[src/rtl/psq_consts.svh]
`ifndef PSQ_CONSTS_SVH
`define PSQ_CONSTS_SVH

// internal clock rate in Hz
`define PSQ_CLK_HZ        25000000
// register initialisation must end within this many microseconds
`define PSQ_INIT_MAX_US   160
// longest time rounds down to whole cycles
`define PSQ_INIT_MAX_CYC  (`PSQ_INIT_MAX_US * (`PSQ_CLK_HZ / 1000000))
// counter width for the initialisation watchdog
`define PSQ_INIT_CNT_W    12
// idle time before sleep, in milliseconds (must be exceeded)
`define PSQ_SLEEP_MS      2000
// least time rounds up; this divides evenly at 25 MHz
`define PSQ_SLEEP_CYC     (`PSQ_SLEEP_MS * (`PSQ_CLK_HZ / 1000))
// extra cycles held in reset after the supply crosses its level
`define PSQ_POR_DELAY_CYC 64
`define PSQ_POR_CNT_W     7
// configuration register bank shape
`define PSQ_REG_WORDS     8
`define PSQ_REG_W         16

`endif

[src/rtl/psq_pkg.sv]
package psq_pkg;

	// sequencer states, one-hot
	typedef enum logic [4:0] {
		ST_HOLD    = 5'b0_0001,
		ST_DEFAULT = 5'b0_0010,
		ST_LOAD    = 5'b0_0100,
		ST_ACTIVE  = 5'b0_1000,
		ST_SLEEP   = 5'b1_0000
	} psq_state_e;

	// status flags shown to the rest of the chip
	typedef struct packed {
		logic init_done;
		logic init_err;
		logic sleeping;
		logic active;
	} status_s;

endpackage : psq_pkg

[src/rtl/power_sleep_reset_sequencer.sv]
// Contract
// - all logic runs on the internal oscillator clock, no external clock.
// - sleep from active only after both lines high and everything idle over two seconds.
// - in sleep the oscillator is stopped.
// - either line low wakes the device back to active.
// - during reset every register takes its defined initial value.
// - after reset release registers are loaded from one-time memory.
// - initialisation ends within 160 us, then straight into sleep.
// - reset held while supply is low, plus a fixed delay after.
`timescale 1ns/1ps
`include "psq_consts.svh"
module power_sleep_reset_sequencer
	import psq_pkg::*;
#(
	parameter int unsigned REG_WORDS = `PSQ_REG_WORDS,
	parameter int unsigned REG_W     = `PSQ_REG_W,
	parameter int unsigned SLEEP_CYC = `PSQ_SLEEP_CYC,
	parameter logic [REG_WORDS-1:0][REG_W-1:0] DEFAULTS = '0
) (
	input  wire logic                              clk_sys,
	input  wire logic                              arst_n,
	input  wire logic                              scl_in,
	input  wire logic                              sda_in,
	input  wire logic                              supply_detect_level,
	input  wire logic                              func_busy,
	input  wire logic [REG_W-1:0]                  otp_rdata,
	input  wire logic                              otp_ack,
	output logic                                   otp_rd,
	output logic      [$clog2(REG_WORDS)-1:0]      otp_addr,
	output logic      [REG_WORDS-1:0][REG_W-1:0]   cfg_regs,
	output logic                                   osc_stop,
	output logic                                   sys_rst_n,
	output status_s                                status
);

	localparam int IDX_W = $clog2(REG_WORDS);
	localparam int CNT_W = $clog2(SLEEP_CYC + 1);

	////////////////////////////////////////////////////////////////////////////
	// pin synchronisers

	logic scl_s;
	logic sda_s;
	logic supply_s;

	// bus lines idle high, supply assumed low until seen
	pin_sync #(
		.W       (3),
		.RST_VAL (3'b110)
	) u_sync (
		.clk_sys (clk_sys),
		.arst_n  (arst_n),
		.pin_in  ({scl_in, sda_in, supply_detect_level}),
		.pin_out ({scl_s, sda_s, supply_s})
	);

	logic line_low;
	assign line_low = !scl_s || !sda_s;

	////////////////////////////////////////////////////////////////////////////
	// state and counters

	psq_state_e                 state_reg;
	psq_state_e                 state_next;
	logic [`PSQ_POR_CNT_W-1:0]  por_cnt_reg;
	logic [`PSQ_INIT_CNT_W-1:0] init_cnt_reg;
	logic [IDX_W-1:0]           load_idx_reg;
	logic [CNT_W-1:0]           idle_cnt_reg;
	logic                       por_done;
	logic                       init_timeout;
	logic                       load_last;
	logic                       idle_expired;

	assign por_done     = por_cnt_reg == `PSQ_POR_CNT_W'(`PSQ_POR_DELAY_CYC);
	assign init_timeout = init_cnt_reg == `PSQ_INIT_CNT_W'(`PSQ_INIT_MAX_CYC - 2);
	assign load_last    = otp_ack && load_idx_reg == IDX_W'(REG_WORDS - 1);
	assign idle_expired = idle_cnt_reg == CNT_W'(SLEEP_CYC);

	// reset delay counter restarts whenever the supply dips
	always_ff @(posedge clk_sys or negedge arst_n) begin
		if (!arst_n) begin
			por_cnt_reg <= '0;
		end else if (!supply_s) begin
			por_cnt_reg <= '0;
		end else if (state_reg == ST_HOLD && !por_done) begin
			por_cnt_reg <= por_cnt_reg + 1'b1;
		end
	end

	// next state; supply loss overrides everything
	always_comb begin
		state_next = state_reg;
		case (state_reg)
			ST_HOLD:    if (por_done) state_next = ST_DEFAULT;
			ST_DEFAULT: state_next = ST_LOAD;
			ST_LOAD:    if (load_last || init_timeout) state_next = ST_SLEEP;
			ST_ACTIVE:  if (idle_expired) state_next = ST_SLEEP;
			ST_SLEEP:   if (line_low) state_next = ST_ACTIVE;
			default:    state_next = ST_HOLD;
		endcase
		if (!supply_s) begin
			state_next = ST_HOLD;
		end
	end

	// one clock for everything: the internal oscillator
	always_ff @(posedge clk_sys or negedge arst_n) begin
		if (!arst_n) begin
			state_reg <= ST_HOLD;
		end else begin
			state_reg <= state_next;
		end
	end

	// initialisation watchdog, counted only during the load step
	always_ff @(posedge clk_sys or negedge arst_n) begin
		if (!arst_n) begin
			init_cnt_reg <= '0;
		end else if (state_reg == ST_HOLD) begin
			init_cnt_reg <= '0;
		end else if (state_reg == ST_LOAD) begin
			init_cnt_reg <= init_cnt_reg + 1'b1;
		end
	end

	// idle timer; any line low or activity restarts it
	always_ff @(posedge clk_sys or negedge arst_n) begin
		if (!arst_n) begin
			idle_cnt_reg <= '0;
		end else if (state_reg != ST_ACTIVE || line_low || func_busy) begin
			idle_cnt_reg <= '0;
		end else if (!idle_expired) begin
			idle_cnt_reg <= idle_cnt_reg + 1'b1;
		end
	end

	////////////////////////////////////////////////////////////////////////////
	// register bank: defaults, then otp load

	// word index walks upward, one word per acknowledge
	always_ff @(posedge clk_sys or negedge arst_n) begin
		if (!arst_n) begin
			load_idx_reg <= '0;
		end else if (state_reg != ST_LOAD) begin
			load_idx_reg <= '0;
		end else if (otp_ack && !load_last) begin
			load_idx_reg <= load_idx_reg + 1'b1;
		end
	end

	// defaults while held or on the default step, otp words afterwards
	always_ff @(posedge clk_sys or negedge arst_n) begin
		if (!arst_n) begin
			cfg_regs <= DEFAULTS;
		end else if (state_reg == ST_HOLD || state_reg == ST_DEFAULT) begin
			cfg_regs <= DEFAULTS;
		end else if (state_reg == ST_LOAD && otp_ack) begin
			cfg_regs[load_idx_reg] <= otp_rdata;
		end
	end

	// read request held through the whole load step; dropped after the last word or a watchdog timeout
	always_ff @(posedge clk_sys or negedge arst_n) begin
		if (!arst_n) begin
			otp_rd   <= 1'b0;
			otp_addr <= '0;
		end else begin
			otp_rd   <= state_next == ST_LOAD;
			otp_addr <= (state_reg == ST_LOAD && otp_ack && !load_last) ?
				load_idx_reg + 1'b1 : (state_reg == ST_LOAD ? load_idx_reg : '0);
		end
	end

	////////////////////////////////////////////////////////////////////////////
	// outputs

	// stop request follows the sleep state; the oscillator cell restarts on a
	// line going low, so the block only needs to drop the request after wake
	always_ff @(posedge clk_sys or negedge arst_n) begin
		if (!arst_n) begin
			osc_stop  <= 1'b0;
			sys_rst_n <= 1'b0;
			status    <= '0;
		end else begin
			osc_stop         <= state_next == ST_SLEEP;
			sys_rst_n        <= state_next != ST_HOLD;
			status.sleeping  <= state_next == ST_SLEEP;
			status.active    <= state_next == ST_ACTIVE;
			if (state_next == ST_HOLD) begin
				status.init_done <= 1'b0;
				status.init_err  <= 1'b0;
			end else if (state_reg == ST_LOAD && state_next == ST_SLEEP) begin
				status.init_done <= 1'b1;
				status.init_err  <= !load_last; // watchdog cut the load short
			end
		end
	end

	////////////////////////////////////////////////////////////////////////////
	// checks

	// cycles spent initialising; the bound is too long for a delay range, so count it
	logic [`PSQ_INIT_CNT_W-1:0] init_age_reg;

	always_ff @(posedge clk_sys or negedge arst_n) begin
		if (!arst_n) begin
			init_age_reg <= '0;
		end else if (state_reg != ST_DEFAULT && state_reg != ST_LOAD) begin
			init_age_reg <= '0;
		end else begin
			init_age_reg <= init_age_reg + 1'b1;
		end
	end
endmodule : power_sleep_reset_sequencer

[src/rtl/pin_sync.sv]
`timescale 1ns/1ps
// three-stage synchroniser; output follows once stages two and three agree
module pin_sync #(
	parameter int         W       = 1,
	parameter logic [W-1:0] RST_VAL = '0
) (
	input  wire logic         clk_sys,
	input  wire logic         arst_n,
	input  wire logic [W-1:0] pin_in,
	output logic      [W-1:0] pin_out
);

	logic [W-1:0] s1_reg;
	logic [W-1:0] s2_reg;
	logic [W-1:0] s3_reg;

	// s1 feeds s2 only, to keep metastability contained
	always_ff @(posedge clk_sys or negedge arst_n) begin
		if (!arst_n) begin
			s1_reg <= RST_VAL;
			s2_reg <= RST_VAL;
			s3_reg <= RST_VAL;
		end else begin
			s1_reg <= pin_in;
			s2_reg <= s1_reg;
			s3_reg <= s2_reg;
		end
	end

	// per-bit agreement filter
	genvar i;
	for (i = 0; i < W; i++) begin : g_bit
		always_ff @(posedge clk_sys or negedge arst_n) begin
			if (!arst_n) begin
				pin_out[i] <= RST_VAL[i];
			end else if (s2_reg[i] == s3_reg[i]) begin
				pin_out[i] <= s3_reg[i];
			end
		end
	end

endmodule : pin_sync

[config.mk]
export PLATFORM = sky130hd
export DESIGN_NAME = power_sleep_reset_sequencer
export DESIGN_NICKNAME = d
export VERILOG_FILES = /design/src/rtl/psq_pkg.sv /design/src/rtl/power_sleep_reset_sequencer.sv /design/src/rtl/pin_sync.sv
export VERILOG_INCLUDE_DIRS = /design/src /design/src/rtl
export SDC_FILE = /design/constraint.sdc
export NUM_CORES = 1
export LEC_CHECK = 0
export CORE_MARGIN = 1.5
export CORE_UTILIZATION = 57
export DETAILED_ROUTE_END_ITERATION = 8
export DONT_BUFFER_PORTS = 1
export PLACE_DENSITY = 0.82
export SYNTH_ARGS = -nofsm -noshare
export SYNTH_HDL_FRONTEND = slang
export SYNTH_SLANG_ARGS = --single-unit
[constraint.sdc]
create_clock -name clk_sys -period 1.9 [get_ports clk_sys]
set_clock_uncertainty 0.1 [all_clocks]
set_input_delay 0.57 -clock clk_sys [delete_from_list [all_inputs] [get_ports clk_sys]]
set_output_delay 0.57 -clock clk_sys [all_outputs]
set_load 0.02 [all_outputs]
==> metrics.txt, run 1 <==
status finished with violations; failing checks DRC, hold timing; Setup crit end kind flop; Die Y 126 um; Final Power 8.45 mW; reg2reg start state_reg[0]$_DFF_PN1_; final max-slew violation count 0; CP max-delay cell dfstp_2; Mapped Nets 934; worst setup path endpoint cfg_regs[65]$_DFFE_PN0P_; H-tree depth 1; Setup violations, final 0; fin crit period 1.89 ns; r2r worst-path depth 8; clk sinks 202; Wirelength per Cell 19.1 um; antenna violations before repair 0; post-DP HPWL 13300 um; gr ovfl total 0; vias in the first global route 5943; Cells after Synth 903; Worst-Skew Late Latency 0.50 ns; antenna viol nets, final 0; Placer Congestion 0.863; Syn Std Cell Area 8620 um^2; Yosys warnings 0; Max Cap Violations 0; worst reg2reg endpoint cfg_regs[65]$_DFFE_PN0P_; largest net degree at the start of global routing 203; first-pass GRT wire length 32500 um; first-pass iteration count of the detailed router 7; most common cell type on the critical path nor3_4; sequential cell area fraction in the yosys report 0.588; CP Max Fanout 8; CP arrival 2.20 ns; hold slack -0.335 ns; routed wire length 21200 um; CP bufs+invs 3; Ports 161; Leakage Power 4.30 nW; Cells after DPL 1059; share of post-route cells with drive strength above 1 0.153; Critical Path RT 2.21 ns; CP cell instances nor3_4, nand4_1, buf_6, nor3_4, buf_12, clkbuf_16, nand2_1, o21ai_1; Vias 6328; Num CTS Buffers 21; Initial Util 0.588; crit share post-route 0.996; max reg flops 128; Mapped Avg Cell Area 9.54 um^2; Slew headroom 0.739; clk slew on worst S/H paths 0.06 ns; critical path class reg2reg; # diodes 0; Clock Tree Root clkbuf_16; hold bufs inserted after CTS 3; Port Buf Inserts 0; most frequent cells in the layout nand2_1 (264), dfrtp_1 (193), o21ai_0 (98); Power Dens Cells 846 nW/um^2; Rows 44; Layout area overhead 15.9%; total track usage 0.259; DRC 7; cell family with most CP delay simple AND/OR/NAND/NOR gates; Max Clk Rate 0.528 GHz; beginning of the critical path state_reg[0]$_DFF_PN1_; stages on the worst setup path 8; Initial DRC Count 672; CTS Buffer Depth 3; CORE AREA 14600 um^2; post-synthesis register bit count 202; Die X 126 um; drt via density 5.69; Non-Filler Instances 1113; worst vdd ir 0.766 mV; final-report hold violation count 195; RSZ-0062 raised after global routing true; worst slew pin tran 0.392 ns; worst reg2reg setup slack 0.007 ns; fin nets 947; PnR worst setup slack 0.00688 ns; die area 15900 um^2; CTS tree done; Max stage delay on crit path 0.41 ns; most common library cell in the layout ignoring fill and taps nand2_1; Yosys cell types 49; startpoint types flop; pre-CTS setup slack -0.110 ns; HP Class in2async
synth_stat cells (all sizes together):
library cell	n	area, um^2
nor4b	2	32.5
and2	5	31.3
inv	9	33.8
nor3b	2	25.0
buf	40	229
a21oi	9	48.8
nand4	16	100
o211a	1	10.0
nand2b	2	12.5
nand3	19	100
nand2	279	1050
nor2	58	220
nand4b	3	26.3
and3b	1	8.76
dfrtp	193	4830
a41o	1	10.0
xor2	29	254
mux2i	3	30.0
xnor2	11	96.3
a32o	1	10.0
o31ai	1	21.3
clkbuf	26	97.6
nor4	4	55.1
nor3	7	56.3
nand3b	1	7.51
ha	8	100
or3	6	37.5
a211oi	1	7.51
maj3	3	30.0
and3	5	31.3
o2bb2ai	1	8.76
a21boi	3	22.5
o21ai	135	676
and4	4	35.0
dfstp	9	236
or4b	1	10.0
a31oi	1	6.26
nor2b	3	21.3
how the worst min path moves through the flow:
stage                 from                          to  slack, ns  cells after the start
floorplan           arst_n     cfg_regs[0]$_DFFE_PN0P_       0.17                      0
global placement    arst_n  u_sync.s1_reg[0]$_DFF_PN0_       0.18                      0
detailed placement  arst_n  u_sync.s1_reg[0]$_DFF_PN0_       0.18                      0
CTS                 arst_n  u_sync.s2_reg[0]$_DFF_PN0_      -0.35                      0
global route        arst_n  u_sync.s1_reg[0]$_DFF_PN0_      -0.36                      0
finish              arst_n       otp_addr[2]$_DFF_PN0_      -0.33                      0
cells by family after synthesis:
kind of cell,share of synthesized area
xor+xnor,0.0407
flops,0.588
fa+ha+maj,0.0151
compound gates,0.0953
simple gates,0.216
mux,0.00349
buf+inv,0.0418
what timing repair did:
action                                  4_1_cts  5_1_grt
pin swaps                                     2       11
endpoints found under the hold margin       205      202
gates cloned                                  0        6
gates resized for setup                       4       61
endpoints found under the setup margin        3       58
buffers inserted                              1        8
worst register-to-register path: stages (launching register included):
cell       delay (ns)
dfstp_2          0.41
nor3_4           0.30
nand4_1          0.17
buf_6            0.17
nor3_4           0.21
buf_12           0.15
clkbuf_16        0.15
nand2_1          0.07
o21ai_1          0.08
cell type report:
cell class / instances / area (um^2)
fill: 1059 / 4660
tap: 184 / 230
multi-input combinational: 626 / 3330
timing repair buffer: 56 / 658
clock inverter: 8 / 93.8
sequential: 202 / 5070
clock buffer: 28 / 572
inverter: 9 / 33.8
per-layer routing:
metal | wire, um | vias up | GRT usage
met3 | 1840 | 51 | 0.0654
met5 | 0 | - | 0
met2 | 10300 | 250 | 0.422
met1 | 8430 | 3049 | 0.344
li1 | - | 2978 | -
met4 | 690 | 0 | 0.0798
power breakdown:
part / switching [mW] / leakage, nW / internal, mW
logic: 0.0263 / 1.19 / 0.0381
registers: 0.0285 / 2.78 / 4.34
clock network: 1.64 / 0.331 / 2.38
per-stage QoR:
stage / instance area (um^2) / hold slack, ns / setup TNS, ns / util
2_1_floorplan: 8620 / 0.174 / 0 / -
3_3_place_gp: 8960 / 0.182 / 0 / 0.612
3_5_place_dp: 8960 / 0.180 / -0.132 / 0.612
4_1_cts: 9670 / -0.346 / -0.00127 / 0.661
5_1_grt: 9990 / -0.359 / -1.84 / 0.682
6_report: 9990 / -0.335 / 0 / 0.682
Note: power is estimated with default switching activity, not from simulation.
==> run 2, diff against run 1 <==
--- a/config.mk
+++ b/config.mk
@@ -7,10 +7,10 @@
 export NUM_CORES = 1
 export LEC_CHECK = 0
 export CORE_MARGIN = 1.5
-export CORE_UTILIZATION = 57
+export CORE_UTILIZATION = 60
 export DETAILED_ROUTE_END_ITERATION = 8
 export DONT_BUFFER_PORTS = 1
-export PLACE_DENSITY = 0.82
+export PLACE_DENSITY = 0.83
 export SYNTH_ARGS = -nofsm -noshare
 export SYNTH_HDL_FRONTEND = slang
 export SYNTH_SLANG_ARGS = --single-unit
==> constraint.sdc (replaced) <==
create_clock -name clk_sys -period 2.3 [get_ports clk_sys]
set_clock_uncertainty 0.1 [all_clocks]
set_input_delay 0.69 -clock clk_sys [delete_from_list [all_inputs] [get_ports clk_sys]]
set_output_delay 0.69 -clock clk_sys [all_outputs]
set_load 0.02 [all_outputs]
==> run 2 against run 1 <==
  * Core utilization decreased by 1.2 points
  * Fmax decreased by 12%
  * Highest routed layer unchanged
  * First-iteration DRC count decreased by 32%
  * The run ends with hold timing left
==> metrics.txt, run 2 (synthesized netlist as in run 1, its figures left out) <==
failing checks hold timing; Setup crit end kind flop; crit share post-route 0.934; Clock power frac 0.483; H-tree depth 1; Num CTS Buffers 21; Final Power 7.06 mW; worst reg2reg endpoint status[2]$_DFFE_PN0P_; critical path class reg2reg; Initial Util 0.618; Max stage delay on crit path 0.46 ns; total track usage 0.260; Die X 123 um; setup bufs post-CTS 0; Vias 6174; pre-CTS setup slack 0.204 ns; drt via density 5.78; Setup TNS 0 ns; fin crit period 2.15 ns; Initial DRC Count 459; FF/Latch Area 5070 um^2; fin nets 904; CP Max Fanout 5; largest net degree at the start of global routing 203; CTS Buffer Depth 3; Placer Congestion 0.798; Setup violations, final 0; HP Class in2async; Port Buf Inserts 0; Rows 43; final-report hold violation count 193; post-DP HPWL 12700 um; Worst-Skew Late Latency 0.49 ns; CP max-delay cell nor4b_4; PnR worst setup slack 0.151 ns; Die Y 123 um; DRC 0; Design Area, Final 9340 um^2; CTS tree done; vias in the first global route 5765; CP bufs+invs 0; RSZ-0062 raised after global routing false; cell internal pwr 5.65 mW; Leakage Power 4.00 nW; placement-stage cell area 8650 um^2; hold slack -0.193 ns; Comb pwr share 0.006; # diodes 0; Cells after DPL 1030; fill count 1013; most frequent cells in the layout nand2_1 (279), dfrtp_1 (193), o21ai_0 (122); PostCTS Resize Cnt 0; worst reg2reg setup slack 0.15 ns; clk sinks 202; worst vdd ir 0.542 mV; NetSw 1.41 mW; Ports 161; Wirelength per Cell 18.6 um; CORE AREA 13900 um^2; gr ovfl total 0; Critical Path RT 2.58 ns; Max Cap Violations 0; share of post-route cells with drive strength above 1 0.0811; Slew headroom 0.622; max reg flops 128; most common library cell in the layout ignoring fill and taps nand2_1; worst slew pin tran 0.567 ns; sequential share of power 0.510; startpoint types flop; CP cell instances nor4_1, nand4b_1, nor4b_4, a21oi_1, a211oi_1; clk slew on worst S/H paths 0.06 ns; Layout area overhead 8.41%; Multi-input gate area 3210 um^2; Non-Filler Instances 1068; CP arrival 2.43 ns; status finished with violations; die area 15100 um^2; antenna violations before repair 0; routed wire length 19900 um; Power Dens Cells 756 nW/um^2; antenna viol nets, final 0; first-pass iteration count of the detailed router 7; cell family with most CP delay simple AND/OR/NAND/NOR gates; first-pass GRT wire length 30300 um; Finished Core Util 0.670; r2r worst-path depth 5; Max Clk Rate 0.465 GHz; Switching Fraction 0.200; Clock Tree Root clkbuf_16; stages on the worst setup path 5; reg2reg start idle_cnt_reg[18]$_DFFE_PN0P_; final max-slew violation count 0
==> run 2: final cells by class <==
class	count	area share
tap	180	0.0241
clock buffer	30	0.0642
multi-input combinational	626	0.344
sequential	202	0.542
timing repair buffer	13	0.0118
clock inverter	8	0.0100
inverter	9	0.00362
==> run 2: power by group through the flow <==
stage	sequential [mW]	clock, mW	combinational [mW]
after floorplan	3.66	0	0.0786
after global placement	3.67	0	0.0430
after detailed placement	3.67	0	0.0450
after CTS	3.60	3.45	0.0457
after global routing	3.61	3.61	0.0520
final	3.60	3.41	0.0447
==> run 2: layer usage <==
metal  up-vias  global-route usage  wire (um)
met5         -                   0          0
met4         0              0.0974        603
met3        54              0.0748       1910
met2       260               0.425       9720
met1      2967               0.330       7690
li1       2893                   -          -
==> run 2: how the worst max path moves through the flow <==
stage	to	slack [ns]	startpoint
after floorplan	status[3]$_DFFE_PN0P_	0.43	state_reg[0]$_DFF_PN1_
after global placement	status[2]$_DFFE_PN0P_	0.26	idle_cnt_reg[18]$_DFFE_PN0P_
after detailed placement	status[2]$_DFFE_PN0P_	0.20	idle_cnt_reg[18]$_DFFE_PN0P_
after CTS	status[2]$_DFFE_PN0P_	0.17	idle_cnt_reg[18]$_DFFE_PN0P_
after global routing	cfg_regs[36]$_DFFE_PN0P_	0.06	state_reg[4]$_DFF_PN0_
final	status[2]$_DFFE_PN0P_	0.15	idle_cnt_reg[18]$_DFFE_PN0P_
==> run 3, diff against run 2 <==
--- a/config.mk
+++ b/config.mk
@@ -11,6 +11,7 @@
 export DETAILED_ROUTE_END_ITERATION = 8
 export DONT_BUFFER_PORTS = 1
 export PLACE_DENSITY = 0.83
+export REMOVE_ABC_BUFFERS = 1
 export SYNTH_ARGS = -nofsm -noshare
 export SYNTH_HDL_FRONTEND = slang
 export SYNTH_SLANG_ARGS = --single-unit
==> run 3 against run 2 <==
  * The flow still finishes with violations (hold timing)
  * Global-route usage rose by 1.2 points
  * Via count rose by 1.3%
  * Core utilization rose by 1.1 points
  * Wire length rose by 0.95%
  * Flip-flop and latch count did not move
  * Non-clock buffer count rose by 11
  * Sequential share of layout area fell by 0.91 points
  * Critical path type unchanged
  * Highest routed layer unchanged
==> metrics.txt, run 3 (synthesized netlist as in run 1, its figures left out) <==
first-pass iteration count of the detailed router 8; Die Y 123 um; Max Clk Rate 0.480 GHz; RSZ-0062 raised after global routing false; Critical Path RT 2.55 ns; Design Area, Final 9500 um^2; first-pass GRT wire length 32100 um; PostCTS Resize Cnt 0; gr ovfl total 0; Max Cap Violations 0; startpoint types flop; Setup crit end kind flop; antenna violations before repair 0; Clock Tree Root clkbuf_16; most common library cell in the layout ignoring fill and taps nand2_1; most frequent cells in the layout nand2_1 (279), dfrtp_1 (193), o21ai_0 (122); largest net degree at the start of global routing 203; failing checks hold timing; drt via density 5.81; placement-stage cell area 8830 um^2; Port Buf Inserts 0; Slew headroom 0.655; Worst-Skew Late Latency 0.49 ns; die area 15100 um^2; Ports 161; share of post-route cells with drive strength above 1 0.0903; Cells after DPL 1041; Layout area overhead 10.3%; max reg flops 128; CP Max Fanout 28; status finished with violations; Final Power 6.99 mW; Wirelength per Cell 18.7 um; hold slack -0.209 ns; worst vdd ir 0.496 mV; crit share post-route 0.907; CTS tree done; Finished Core Util 0.682; CTS Buffer Depth 3; Leakage Power 4.06 nW; Placer Congestion 0.834; HP Class in2async; critical path class reg2reg; Power Dens Cells 736 nW/um^2; post-DP HPWL 13000 um; final-report hold violation count 194; Rows 43; Initial Util 0.618; DRC 0; clk sinks 202; Initial DRC Count 515; fin nets 915; clk slew on worst S/H paths 0.06 ns; final max-slew violation count 0; routed wire length 20100 um; CP arrival 2.34 ns; Vias 6255; total track usage 0.272; Num CTS Buffers 21; # diodes 0; antenna viol nets, final 0; Setup violations, final 0; Non-Filler Instances 1077; Die X 123 um; worst slew pin tran 0.517 ns; H-tree depth 1; vias in the first global route 6216; fin crit period 2.09 ns; CORE AREA 13900 um^2
[run 3: timing repair]
item	in CTS	in global routing
hold endpoints to repair	202	202
setup buffers	0	0
endpoints found under the setup margin	0	0
[run 3: area by class of cell]
cell class	instances	area, um^2
sequential	202	5070
fill	1002	4430
multi-input combinational	626	3220
clock buffer	29	586
timing repair buffer	24	280
tap	180	225
clock inverter	7	85.1
inverter	9	33.8
[run 3: final timing paths]
kind / from / endpoint / slack (ns) / cells past startpoint
max in group asynchronous: arst_n / state_reg[0]$_DFF_PN1_ / 1.97 / 0
hold reg to reg: u_sync.s1_reg[0]$_DFF_PN0_ / u_sync.s2_reg[0]$_DFF_PN0_ / 0.25 / 0
setup / recovery: state_reg[2]$_DFF_PN0_ / cfg_regs[22]$_DFFE_PN0P_ / 0.21 / 5
setup reg to reg: state_reg[2]$_DFF_PN0_ / cfg_regs[22]$_DFFE_PN0P_ / 0.21 / 5
min in group clk_sys: scl_in / u_sync.s1_reg[2]$_DFF_PN1_ / 0.10 / 0
hold / removal: arst_n / por_cnt_reg[4]$_DFFE_PN0P_ / -0.21 / 0
[run 3: worst max-delay path: stages, from the launching register on]
cell	delay [ns]
dfrtp_1	0.44
nor2b_2	0.33
nand4b_1	0.36
nor2_2	0.38
buf_12	0.21
o21ai_0	0.11
[run 3: report_power, final]
| part | total (mW) | internal, mW | switching, mW |
|---|---|---|---|
| Sequential | 3.60 | 3.58 | 0.0226 |
| Combinational | 0.0469 | 0.0258 | 0.0211 |
| Clock | 3.34 | 2.00 | 1.34 |
[run 3: metrics by stage]
stage	TNS (ns)	worst slack [ns]
2_1_floorplan	-168.27	-1.34
3_3_place_gp	0	0.392
3_5_place_dp	0	0.306
4_1_cts	0	0.243
5_1_grt	0	0.0725
6_report	0	0.215
[run 3: per-layer routing]
layer  vias up  GRT usage  share of wire
li1       2911          -              -
met1      3053      0.365           0.40
met2       268      0.433           0.48
met3        23     0.0883           0.11
met4         0     0.0647          0.012
met5         -          0              0
